File: src/verilog/fbm_params.svh
`ifndef FBM_PARAMS_SVH
`define FBM_PARAMS_SVH

// clock and timing
`define FBM_CLK_MHZ          50
`define FBM_RST_MIN_NS       100
`define FBM_RST_IDLE_CYC     ((`FBM_RST_MIN_NS * `FBM_CLK_MHZ) / 1000)
`define FBM_ERASE_SHUT_US    20
`define FBM_PROG_SHUT_US     10
`define FBM_ERASE_SHUT_CYC   (`FBM_ERASE_SHUT_US * `FBM_CLK_MHZ)
`define FBM_PROG_SHUT_CYC    (`FBM_PROG_SHUT_US * `FBM_CLK_MHZ)
`define FBM_PROG_TIME_US     150
`define FBM_ERASE_TIME_MS    1000
`define FBM_PROG_CYC         (`FBM_PROG_TIME_US * `FBM_CLK_MHZ)
`define FBM_ERASE_CYC        (`FBM_ERASE_TIME_MS * 1000 * `FBM_CLK_MHZ)

// status register
`define FBM_SR_RESET         8'h80
`define FBM_SR_READY         7
`define FBM_SR_ERASE_ERR     5
`define FBM_SR_PROG_ERR      4
`define FBM_SR_SUPPLY_LOW    3

// command codes
`define FBM_CMD_READ_ARRAY   8'hFF
`define FBM_CMD_READ_STATUS  8'h70
`define FBM_CMD_CLEAR_STATUS 8'h50
`define FBM_CMD_PROG_A       8'h40
`define FBM_CMD_PROG_B       8'h10
`define FBM_CMD_ERASE        8'h20
`define FBM_CMD_CONFIRM      8'hD0
`define FBM_CMD_CONFIG       8'h60
`define FBM_CMD_CFG_READ     8'h03
`define FBM_CFG_MODE_BIT     15

`endif

File: src/verilog/fbm_pkg.sv
package fbm_pkg;
    typedef enum logic [1:0] {
        FBM_CMD_IDLE,
        FBM_CMD_PROG_DATA,
        FBM_CMD_ERASE_CONF,
        FBM_CMD_CFG_DATA
    } fbm_cmd_state_t;

    typedef enum logic [1:0] {
        FBM_SEQ_IDLE,
        FBM_SEQ_PROG,
        FBM_SEQ_ERASE,
        FBM_SEQ_SHUT
    } fbm_seq_state_t;
endpackage

File: src/verilog/fbm_flash_bus.sv
`include "fbm_params.svh"

module fbm_flash_bus #(
    parameter int AW         = 24,
    parameter int PROG_CYC   = `FBM_PROG_CYC,
    parameter int ERASE_CYC  = `FBM_ERASE_CYC
) (
    input  wire logic          clk,
    input  wire logic          rstn,
    input  wire logic          device_reset_low,
    input  wire logic          chip_select_low,
    input  wire logic          output_enable_low,
    input  wire logic          write_strobe_low,
    input  wire logic [AW-1:0] addr,
    input  wire logic [15:0]   data_in,
    output logic      [15:0]   data_out,
    output logic               data_oe,
    input  wire logic          program_enable_supply,
    output logic               done_indicator_pin,
    output logic               low_power,
    output logic               async_page_mode,
    output logic [AW-1:0]      arr_rd_addr,
    input  wire logic [15:0]   arr_rdata,
    output logic               arr_prog,
    output logic               arr_erase,
    output logic [AW-1:0]      arr_addr,
    output logic [15:0]        arr_wdata,
    output logic               arr_invalidate,
    output logic               arr_inval_block
);
    ////////////////////////////////////////////////////////////////////////////
    // pin decode

    wire logic in_reset  = ~device_reset_low;
    wire logic selected  = ~chip_select_low & device_reset_low;
    wire logic reading   = selected & ~output_enable_low;
    // write side stays blind while output enable is active
    wire logic wr_active = selected & ~write_strobe_low & output_enable_low;

    logic                        wr_act_r;
    logic [AW-1:0]               lat_addr_r;
    logic [15:0]                 lat_data_r;
    logic                        rd_status_r;
    logic [7:0]                  sr_r;
    logic                        page_async_r;
    logic [15:0]                 dout_r;
    fbm_pkg::fbm_cmd_state_t     cmd_r;
    fbm_pkg::fbm_cmd_state_t     cmd_nxt;
    logic                        start_prog;
    logic                        start_erase;
    logic                        seq_busy;
    logic                        seq_ruined;
    logic                        seq_ruined_blk;
    logic                        prog_r;
    logic                        erase_r;
    logic [AW-1:0]               arr_addr_r;
    logic [15:0]                 arr_wdata_r;

    // capture on whichever of select or strobe rises first
    wire logic wr_end  = wr_act_r & (chip_select_low | write_strobe_low) &
                         output_enable_low & device_reset_low;
    wire logic [7:0] cmd_byte = lat_data_r[7:0];
    wire logic supply_ok      = program_enable_supply;

    ////////////////////////////////////////////////////////////////////////////
    // write capture, sampled levels only

    // the last sampled values before the rising edge are the ones latched
    always_ff @(posedge clk or negedge rstn) begin
        if (!rstn) begin
            wr_act_r   <= 1'b0;
            lat_addr_r <= '0;
            lat_data_r <= 16'h0000;
        end else begin
            wr_act_r <= wr_active;
            if (wr_active) begin
                lat_addr_r <= addr;
                lat_data_r <= data_in;
            end
        end
    end

    ////////////////////////////////////////////////////////////////////////////
    // command front end

    wire logic is_read_array = (cmd_byte == `FBM_CMD_READ_ARRAY);
    wire logic is_read_stat  = (cmd_byte == `FBM_CMD_READ_STATUS);
    wire logic is_clear_stat = (cmd_byte == `FBM_CMD_CLEAR_STATUS);
    wire logic is_prog       = (cmd_byte == `FBM_CMD_PROG_A) | (cmd_byte == `FBM_CMD_PROG_B);
    wire logic is_erase      = (cmd_byte == `FBM_CMD_ERASE);
    wire logic is_confirm    = (cmd_byte == `FBM_CMD_CONFIRM);
    wire logic is_config     = (cmd_byte == `FBM_CMD_CONFIG);
    wire logic is_cfg_read   = (cmd_byte == `FBM_CMD_CFG_READ);

    wire logic in_prog_data  = (cmd_r == fbm_pkg::FBM_CMD_PROG_DATA);
    wire logic in_erase_conf = (cmd_r == fbm_pkg::FBM_CMD_ERASE_CONF);
    wire logic in_cfg_data   = (cmd_r == fbm_pkg::FBM_CMD_CFG_DATA);

    // a second cycle while the sequencer runs is dropped, not queued
    wire logic arm_ok    = wr_end & ~seq_busy & supply_ok;
    wire logic lock_hit  = wr_end & ~seq_busy & ~supply_ok &
                           (in_prog_data | (in_erase_conf & is_confirm));
    wire logic bad_seq   = wr_end & in_erase_conf & ~is_confirm;
    assign start_prog    = arm_ok & in_prog_data;
    assign start_erase   = arm_ok & in_erase_conf & is_confirm;
    wire logic go_status = start_prog | start_erase | lock_hit | bad_seq |
                           (wr_end & cmd_r == fbm_pkg::FBM_CMD_IDLE & is_read_stat);
    wire logic go_array  = wr_end & cmd_r == fbm_pkg::FBM_CMD_IDLE & is_read_array;
    wire logic do_clear  = wr_end & cmd_r == fbm_pkg::FBM_CMD_IDLE & is_clear_stat;
    wire logic do_cfg    = wr_end & in_cfg_data & is_cfg_read;

    // the address is only carried along; it never selects the front end
    always_comb begin
        cmd_nxt = cmd_r;
        if (wr_end) begin
            unique case (cmd_r)
                fbm_pkg::FBM_CMD_IDLE: begin
                    if (is_prog) begin
                        cmd_nxt = fbm_pkg::FBM_CMD_PROG_DATA;
                    end else if (is_erase) begin
                        cmd_nxt = fbm_pkg::FBM_CMD_ERASE_CONF;
                    end else if (is_config) begin
                        cmd_nxt = fbm_pkg::FBM_CMD_CFG_DATA;
                    end
                end
                fbm_pkg::FBM_CMD_PROG_DATA,
                fbm_pkg::FBM_CMD_ERASE_CONF,
                fbm_pkg::FBM_CMD_CFG_DATA: begin
                    cmd_nxt = fbm_pkg::FBM_CMD_IDLE;
                end
            endcase
        end
    end

    ////////////////////////////////////////////////////////////////////////////
    // mode, status and configuration

    wire logic [7:0] sr_err_set = {2'b00, lock_hit & in_erase_conf | bad_seq,
                                   lock_hit & in_prog_data | bad_seq,
                                   lock_hit, 3'b000};
    wire logic [7:0] sr_clr     = do_clear ?
                                  ((8'h01 << `FBM_SR_ERASE_ERR) | (8'h01 << `FBM_SR_PROG_ERR) |
                                   (8'h01 << `FBM_SR_SUPPLY_LOW)) : 8'h00;
    wire logic [7:0] status     = {~seq_busy, sr_r[6:0]};

    // error set beats a clear arriving in the same cycle
    always_ff @(posedge clk or negedge rstn) begin
        if (!rstn) begin
            cmd_r        <= fbm_pkg::FBM_CMD_IDLE;
            rd_status_r  <= 1'b0;
            sr_r         <= `FBM_SR_RESET;
            page_async_r <= 1'b1;
        end else if (in_reset) begin
            // held every cycle of the reset pulse, so done on its first edge
            cmd_r        <= fbm_pkg::FBM_CMD_IDLE;
            rd_status_r  <= 1'b0;
            sr_r         <= `FBM_SR_RESET;
            page_async_r <= 1'b1;
        end else begin
            cmd_r <= cmd_nxt;
            if (go_status) begin
                rd_status_r <= 1'b1;
            end else if (go_array) begin
                rd_status_r <= 1'b0;
            end
            sr_r <= (sr_r & ~sr_clr) | sr_err_set;
            if (do_cfg) begin
                page_async_r <= lat_addr_r[`FBM_CFG_MODE_BIT];
            end
        end
    end

    ////////////////////////////////////////////////////////////////////////////
    // array launch

    always_ff @(posedge clk or negedge rstn) begin
        if (!rstn) begin
            prog_r      <= 1'b0;
            erase_r     <= 1'b0;
            arr_addr_r  <= '0;
            arr_wdata_r <= 16'h0000;
        end else begin
            prog_r  <= start_prog;
            erase_r <= start_erase;
            if (start_prog | start_erase) begin
                arr_addr_r  <= lat_addr_r;
                arr_wdata_r <= lat_data_r;
            end
        end
    end

    // deselect does not reach the sequencer, so operations run on
    fbm_write_sequencer #(
        .CW         (32),
        .PROG_CYC   (PROG_CYC),
        .ERASE_CYC  (ERASE_CYC),
        .PROG_SHUT  (`FBM_PROG_SHUT_CYC),
        .ERASE_SHUT (`FBM_ERASE_SHUT_CYC)
    ) u_seq (
        .clk          (clk),
        .rstn         (rstn),
        .start_prog   (start_prog),
        .start_erase  (start_erase),
        .abort        (in_reset),
        .busy         (seq_busy),
        .done         (),
        .ruined       (seq_ruined),
        .ruined_block (seq_ruined_blk)
    );

    ////////////////////////////////////////////////////////////////////////////
    // read path and pins

    // read data refreshes every cycle, standby adds no latency
    always_ff @(posedge clk or negedge rstn) begin
        if (!rstn) begin
            dout_r <= 16'h0000;
        end else begin
            dout_r <= rd_status_r ? {8'h00, status} : arr_rdata;
        end
    end

    assign data_out           = dout_r;
    assign data_oe            = reading & ~in_reset;
    assign arr_rd_addr        = addr;
    // ready-high indicator; also low while reset shutdown is still running
    assign done_indicator_pin = ~seq_busy & ~in_reset;
    assign low_power          = (in_reset | chip_select_low) & ~seq_busy;
    assign async_page_mode    = page_async_r;
    assign arr_prog           = prog_r;
    assign arr_erase          = erase_r;
    assign arr_addr           = arr_addr_r;
    assign arr_wdata          = arr_wdata_r;
    assign arr_invalidate     = seq_ruined;
    assign arr_inval_block    = seq_ruined_blk;
endmodule // fbm_flash_bus

File: src/verilog/fbm_write_sequencer.sv
`include "fbm_params.svh"

module fbm_write_sequencer #(
    parameter int CW         = 32,
    parameter int PROG_CYC   = `FBM_PROG_CYC,
    parameter int ERASE_CYC  = `FBM_ERASE_CYC,
    parameter int PROG_SHUT  = `FBM_PROG_SHUT_CYC,
    parameter int ERASE_SHUT = `FBM_ERASE_SHUT_CYC
) (
    input  wire logic clk,
    input  wire logic rstn,
    input  wire logic start_prog,
    input  wire logic start_erase,
    input  wire logic abort,
    output logic      busy,
    output logic      done,
    output logic      ruined,
    output logic      ruined_block
);
    fbm_pkg::fbm_seq_state_t state_r;
    fbm_pkg::fbm_seq_state_t state_nxt;
    logic [CW-1:0]           cnt_r;
    logic [CW-1:0]           cnt_nxt;
    logic                    blk_r;
    logic                    blk_nxt;
    logic                    done_nxt;
    logic                    ruined_nxt;

    wire logic cnt_end = (cnt_r == '0);

    always_comb begin
        state_nxt  = state_r;
        cnt_nxt    = cnt_end ? cnt_r : cnt_r - CW'(1);
        blk_nxt    = blk_r;
        done_nxt   = 1'b0;
        ruined_nxt = 1'b0;
        unique case (state_r)
            fbm_pkg::FBM_SEQ_IDLE: begin
                if (start_prog) begin
                    state_nxt = fbm_pkg::FBM_SEQ_PROG;
                    cnt_nxt   = CW'(PROG_CYC - 1);
                    blk_nxt   = 1'b0;
                end else if (start_erase) begin
                    state_nxt = fbm_pkg::FBM_SEQ_ERASE;
                    cnt_nxt   = CW'(ERASE_CYC - 1);
                    blk_nxt   = 1'b1;
                end
            end
            fbm_pkg::FBM_SEQ_PROG, fbm_pkg::FBM_SEQ_ERASE: begin
                // shutdown spans the whole allowed window, a worst case for the host
                if (abort) begin
                    state_nxt = fbm_pkg::FBM_SEQ_SHUT;
                    // minus two: the invalidate pulse is registered one edge after zero
                    cnt_nxt   = blk_r ? CW'(ERASE_SHUT - 2) : CW'(PROG_SHUT - 2);
                end else if (cnt_end) begin
                    state_nxt = fbm_pkg::FBM_SEQ_IDLE;
                    done_nxt  = 1'b1;
                end
            end
            fbm_pkg::FBM_SEQ_SHUT: begin
                if (cnt_end) begin
                    state_nxt  = fbm_pkg::FBM_SEQ_IDLE;
                    ruined_nxt = 1'b1;
                end
            end
        endcase
    end

    always_ff @(posedge clk or negedge rstn) begin
        if (!rstn) begin
            state_r <= fbm_pkg::FBM_SEQ_IDLE;
            cnt_r   <= '0;
            blk_r   <= 1'b0;
            done    <= 1'b0;
            ruined  <= 1'b0;
        end else begin
            state_r <= state_nxt;
            cnt_r   <= cnt_nxt;
            blk_r   <= blk_nxt;
            done    <= done_nxt;
            ruined  <= ruined_nxt;
        end
    end

    assign busy         = (state_r != fbm_pkg::FBM_SEQ_IDLE);
    assign ruined_block = blk_r;
endmodule // fbm_write_sequencer
File: config.mk
export PLATFORM = sky130hd
export DESIGN_NAME = fbm_flash_bus
export DESIGN_NICKNAME = d
export VERILOG_FILES = /design/src/verilog/fbm_pkg.sv /design/src/verilog/fbm_flash_bus.sv /design/src/verilog/fbm_write_sequencer.sv
export VERILOG_INCLUDE_DIRS = /design/src /design/src/verilog
export SDC_FILE = /design/constraint.sdc
export NUM_CORES = 1
export LEC_CHECK = 0
export BUFFER_PORTS_ARGS = -buffer_cell sky130_fd_sc_hd__buf_4
export CAP_MARGIN = 20
export CORE_UTILIZATION = 54
export DETAILED_ROUTE_END_ITERATION = 7
export HOLD_SLACK_MARGIN = 0.1
export PLACE_DENSITY = 0.89
export RECOVER_POWER = 100
export REMOVE_ABC_BUFFERS = 1
export SKIP_LAST_GASP = 1
export SLEW_MARGIN = 25
export SYNTH_ARGS = -nofsm -noshare
export SYNTH_HDL_FRONTEND = slang
export SYNTH_SLANG_ARGS = --single-unit
File: constraint.sdc
create_clock -name clk -period 3 [get_ports clk]
set_clock_uncertainty 0.05 [all_clocks]
set_input_delay 0.6 -clock clk [delete_from_list [all_inputs] [get_ports clk]]
set_output_delay 0.6 -clock clk [all_outputs]
set_load 0.02 [all_outputs]
Yosys cells after proc, flatten, opt, wreduce, memory -nomap -nowiden. Index checks and enable logic that the tools add are counted.

Flip-flop bits (word level): 147. Bits of input ports: 63. Output and inout port bits: 88. Logic and storage cells: 123.

$add $sub $neg: 1. Equal/unequal tests: 20. Muxes and demuxes: 29. Bitwise operators: 48. Reductions and logical operators: 9.

Operators by type and width (number): two-way mux 32 bit (4); one-hot mux 32 bit (2 select lines) (1); equality test 8 x 7 -> 1 bit, second input constant (4); zero test 32 bit (1); subtractor 32 x 1 -> 32 bit, second input constant (1); AND 1 bit (28); two-way mux 2 bit (9); equality test 8 bit, second input constant (2); two-way mux 16 bit (1); two-way mux 10 bit (1); OR 1 bit (10); two-way mux 1 bit (9); AND 8 bit (1); equality test 2 bit, second input constant (4); equality test 8 x 2 -> 1 bit, second input constant (1); equality test 8 x 5 -> 1 bit, second input constant (1); equality test 8 x 6 -> 1 bit, second input constant (1); two-way mux 8 bit (1); inverter 6 -> 8 bit (1); OR 8 x 6 -> 8 bit (1); inverter 1 bit (7); two-way mux 6 bit (1); one-hot mux 2 bit (3 select lines) (1); inequality test 5 bit, second input constant (1); other kinds (10) (15).

Logic depth before layout (Yosys ltp).
Depth after elaboration: 14. Depth in mapped cells: 10. Gate-level depth less buffers: 8.

Cells and area by module. A second synthesis with hierarchy kept.

Cell total of the unflattened synthesis: 557. Area total of the unflattened synthesis: 6597.6 µm².

By module, submodules not included: fbm_flash_bus (instances 1, cells an instance 298, area an instance 4299.1 µm², seq. area each 2653.8 µm²); fbm_write_sequencer (instances 1, cells an instance 259, area an instance 2298.5 µm², seq. area each 925.9 µm²).

Least setup slack after synthesis. OpenSTA, ideal clock, no wires.

Path kind: register to register. From: reg u_seq.cnt_r[0]. To: reg u_seq.cnt_r[18]. Setup time: 0.078 ns. Arrival time: 2.242 ns. Data required time: 2.872 ns. Slack: 0.629 ns. Stages on the path, launching flop included: 9. Buffers on the path: 1. Period minus slack after synthesis: 2.371 ns. Cell sequence: dfrtp_1 -> inv_1 -> ha_1 -> or3b_2 -> clkbuf_1 -> nor4_1 -> o21ai_0 -> or4_1 -> a21oi_1.

Word-level cells in the longest chain between the ends: 5. Elaborated cells between the ends (all ways): 7. Those cells by class: 1 x add/sub; 5 x mux; 1 x reduce/logical.

RTL lines: start: declaration (line fbm_write_sequencer.sv:22) `logic [CW-1:0] cnt_r;`; start signal: assignment (line fbm_write_sequencer.sv:78) `cnt_r <= cnt_nxt;`; subtractor 32 x 1 -> 32 bit or zero test 32 bit (tied branches) (line fbm_write_sequencer.sv:33, fbm_write_sequencer.sv:29); two-way mux 32 bit * (line fbm_write_sequencer.sv:33) `cnt_nxt = cnt_end ? cnt_r : cnt_r - CW'(1);`; two-way mux 32 bit (line fbm_write_sequencer.sv:43) `end else if (start_erase) begin`; two-way mux 32 bit (line fbm_write_sequencer.sv:39) `if (start_prog) begin`; one-hot mux 32 bit (2 select lines) * (line fbm_write_sequencer.sv:37) `unique case (state_r)`; via u_seq.cnt_nxt[18] (line fbm_write_sequencer.sv:23) `logic [CW-1:0] cnt_nxt;`.

The timed path passes the listed nets; every way through them passes the cells marked *. A chain may end at the register's enable or synchronous reset.

Final worst setup path.
From: reg u_seq.cnt_r[10]. To: reg u_seq.cnt_r[31].

The elaborated chain is that of the path after synthesis.

==> run summary <==
The fraction of post-synthesis cell area in the top cell type by area was 0.5470; the number of placement rows was 39. The final worst-path cycle share works out to 0.9144. Entering global routing, the biggest net connects 68 pins. 151 I/O pins were placed.

The final-report max-slew violation count is 67. In the routed design, unresolved DRC markers number 12. Mean cell area of the mapped netlist: 12.01 sq um. The slew at the pin closest to its max-slew limit was 1701 ps. In this run the worst path has a maximum fanout of 10.

The tools report the wire length on met1 as 5780 um. Net switching component of the power: 2.333 mW. The top cell types in the final layout, fill and taps aside, are dfrtp_1, clkbuf_1, mux2_2, buf_4, nor2_1. Gates resized during post-CTS repair numbered 0. Adder-cell share of the synthesized area: 0.007759. Sorting the synthesized cells by area gives the leading types as dfrtp_1, mux2_2, buf_4, xor2_1, nor2_1. Summing all placed instances gives a cell area of 7586 sq um. The highest metal layer carrying signal wires in the routed design is met4. The tightest min-delay check is of the in -> reg type. For this run, the top clock speed supported by timing is 364.5 MHz. Once the clock tree was built, the setup fixing pass inserted 0 buffers. The portion of the post-synthesis area used by sequential elements was 0.5511; the worst setup timing slack at the placement stage was 418.8 ps.

In this run, synthesis produced a sequential element count of 142. Setup violations remaining at the end of the flow were counted as 0. The max-slew headroom at the worst pin is -0.1339.

TritonCTS built the clock tree. The checks that failed: DRC, capacitance limit, slew limit. The die outline height was 111.3 um.

For the final routed database, the setup TNS stands at 0 ps. The share of cells above drive strength 1 works out to 0.2941. Leading area contributor after synthesis: dfrtp_1. The initial antenna violation count was 0; the iteration count of the initial detailed-routing pass was 6.

Number of failing hold endpoints at the final stage: 0. The root buffer cell is clkbuf_16. The tools report the worst reg2reg path endpoint as u_seq.cnt_r[31]. The run finished, with violations left. The clock-pin slew on the worst setup and hold paths is 60 ps, and the compound-cell area share of the yosys netlist is 0.07100.

The finished cells cover 7820 sq um. CTS built an H-tree with a depth of 4. The tools report the overall overflow remaining after global route as 0. STA classifies the critical path startpoint as a register.

The fraction of power spent switching nets is 0.3465, and the basic-gate share of the synthesized area counting and, or, nand and nor cells is 0.1371. The internal power of the cells totals 4.400 mW. The number of buffers inserted by port buffering came out at 150.

The tools report the arrival time at the worst endpoint as 3040 ps. The starting utilization of the core area is 0.5601, and the sequential group share of total power is 0.395. The async set or reset register ratio after synthesis is 1.000.

The slack of the worst reg-to-reg path was 260 ps; the post-synthesis cell area was 6450 sq um. The reported max-cap violation count came out at 1. The number of cells on the worst reg-to-reg path is 6. The smallest clock period supported by the final layout is computed as 2743 ps. The count of nets left with antenna violations once routing finished came out at 0. The tools report the total vias in the final route as 4770.

The number of violations reported at the end of detailed-routing iteration 0 is 316. Measured along the x axis, the die boundary spans 111.3 um. The detailed route wirelength on metal3 was 1312 um. For the final wirelength, the log shows 14560 um. The logs give 3290 ps for the endpoint required time on the critical path and 0 for the diode insertion count for antenna repair. STA classifies the critical path endpoint as a register. Counting distinct cell types in the post-synthesis netlist gives 56. The final critical-path setup slack is 256.8 ps.

After synthesis, the largest family of logic cells by area is multiplexers. The number of sinks driven by the clock tree is 142, and the portion of total power attributed to the clock network is 0.317. The floorplan step defined a die boundary enclosing 12390 sq um. Setup repair after global routing left no endpoint under its margin.

The tools report the number of buffers on the longest clock path as 2. The first global-routing pass estimated 24590 um of wire. For this run, the leading register cell type out of synthesis is dfrtp_1. The per-cell via count in the routed design is 5.796. The tools report the proportion of power drawn by combinational gates as 0.289. The commonest non-fill, non-tap cell in the layout was dfrtp_1. After technology mapping, the gate count stands at 537. The area growth from synthesis to layout is 21.24%.

The logs give 0 for the number of warnings printed during yosys synthesis and 7217 um for the detailed route wirelength on metal2. Summed over all nets, the half-perimeter wirelength after detailed placement is 10120 um. In this run, CTS created clock tree buffers numbering 17. The worst register-to-register path begins at u_seq.cnt_r[10]. Routability-driven placement finished with a final weighted congestion of 0.9018. The total area inside the core boundary comes to 11520 sq um. After clock tree synthesis, the flow added hold-fix buffers numbering 0. For the peak supply drop, the log shows 507.4 uV. The xor/xnor cell area share of the yosys netlist came out at 0.02987. The category of the most critical setup path is reg -> reg.

Timing endpoint of the critical path: u_seq.cnt_r[31]. The total global-route track usage came out at 0.2536. At the end of the flow, the number of nets in the layout was 734. Power spread over the standard cell area amounts to 861.0 nW/um^2. The mux cell area share after synthesis came out at 0.1515.

Number of global-route vias before repair: 5020. The synthesized design contains 0 enable-type register cells. The average wire per standard cell is 17.69 um, and the total leakage power is 3.574 nW.

In this run the worst setup path begins at u_seq.cnt_r[10]. The clock reaches the later pin of the worst-skew pair after 420 ps.
[cells in the mapped netlist (2+ instances only)]
library cell	number
dfrtp_1	141
mux2_2	85
nor2_1	32
buf_4	24
a21oi_1	22
clkbuf_1	19
xor2_1	18
nor2b_1	16
nand3_1	13
inv_1	12
nand2_1	11
nor4_1	11
o21ai_0	11
nand4_1	10
or3_1	10
nor3_1	9
o211ai_1	8
or4_1	8
a31oi_1	5
nand2b_1	5
o31ai_1	5
buf_1	4
ha_1	4
or2_2	4
xnor2_1	4
a21boi_0	3
and2_1	3
and4_1	3
a211oi_1	2
a21o_1	2
a311oi_1	2
buf_2	2
mux2i_1	2
nor3b_1	2
nor4_4	2
o311ai_0	2
or3b_2	2
[area by class of cell]
class,instances,area (sq um)
Clock buffer,21,480.5
Clock inverter,11,132.6
Fill cell,887,3696
Inverter,12,45.04
Multi-Input combinational cell,333,2559
Sequential cell,142,3555
Tap cell,143,178.9
Timing Repair Buffer,161,869.6
[routing by layer]
layer	vias up	global-route usage
met3	20	0.08857
met1	2359	0.3109
li1	2171	-
met4	0	0.1009
met5	-	0
met2	220	0.4108
[per-stage QoR]
| step | std cells | util | hold WS [ps] | power [mW] |
|---|---|---|---|---|
| floorplan | 487 | - | 254.4 | 3.935 |
| global placement | 791 | 0.6587 | 434.6 | 4.567 |
| detailed placement | 791 | 0.6587 | 441.6 | 4.690 |
| CTS | 823 | 0.7120 | 148.8 | 6.852 |
| global route | 823 | 0.6791 | 346.7 | 7.082 |
| finish | 823 | 0.6791 | 354.3 | 6.733 |
[how the worst min path moves through the flow]
| stage | start | endpoint | slack [ps] | depth (start not counted) |
|---|---|---|---|---|
| 5_1_grt | arr_rdata[8] | data_out[8] | 350 | 2 |
| 3_5_place_dp | lat_addr_r[23] | lat_addr_r[23] | 440 | 1 |
| 2_1_floorplan | rstn | arr_addr[0] | 250 | 0 |
| 3_3_place_gp | lat_addr_r[9] | arr_addr[9] | 430 | 1 |
| 6_report | arr_rdata[8] | data_out[8] | 350 | 2 |
| 4_1_cts | rstn | u_seq.cnt_r[14] | 150 | 1 |
[kinds of logic (layout without fill, tap and decap cells)]
logic type / after synthesis / in the layout
AO/OA/AOI/OAI: 71 / 71
AND/OR/NAND/NOR: 149 / 149
flip-flops: 142 / 142
adder cells (fa/ha/maj): 4 / 4
XOR/XNOR: 22 / 22
multiplexers: 87 / 87
buffers and inverters: 62 / 205
[power by group through the flow]
stage          Clock [mW]  Sequential (mW)  Combinational [mW]
2_1_floorplan           0             2.65                1.29
3_3_place_gp            0             2.64                1.93
3_5_place_dp            0             2.68                2.01
4_1_cts              2.17             2.65                2.04
5_1_grt              2.25             2.71                2.12
6_report             2.13             2.66                1.94
[registers in the layout (all words and copies together) (netlist names)]
signal,flops
data_out,16
arr_erase,1
arr_addr,24
arr_prog,1
u_seq.cnt_r,32
u_seq.ruined,1
lat_addr_r,24
rd_status_r,1
lat_data_r,16
u_seq.state_r,2
cmd_r,2
sr_r,3
arr_wdata,16
async_page_mode,1
u_seq.ruined_block,1
wr_act_r,1
[worst max-delay path, cell delays in order, from the launching register on]
cell	delay, ps
dfrtp_1	400
or4_1	640
nor4b_1	450
clkbuf_1	390
nand4_1	230
or3_1	360
a21oi_1	150
Note: power is estimated with default switching activity, not from simulation.
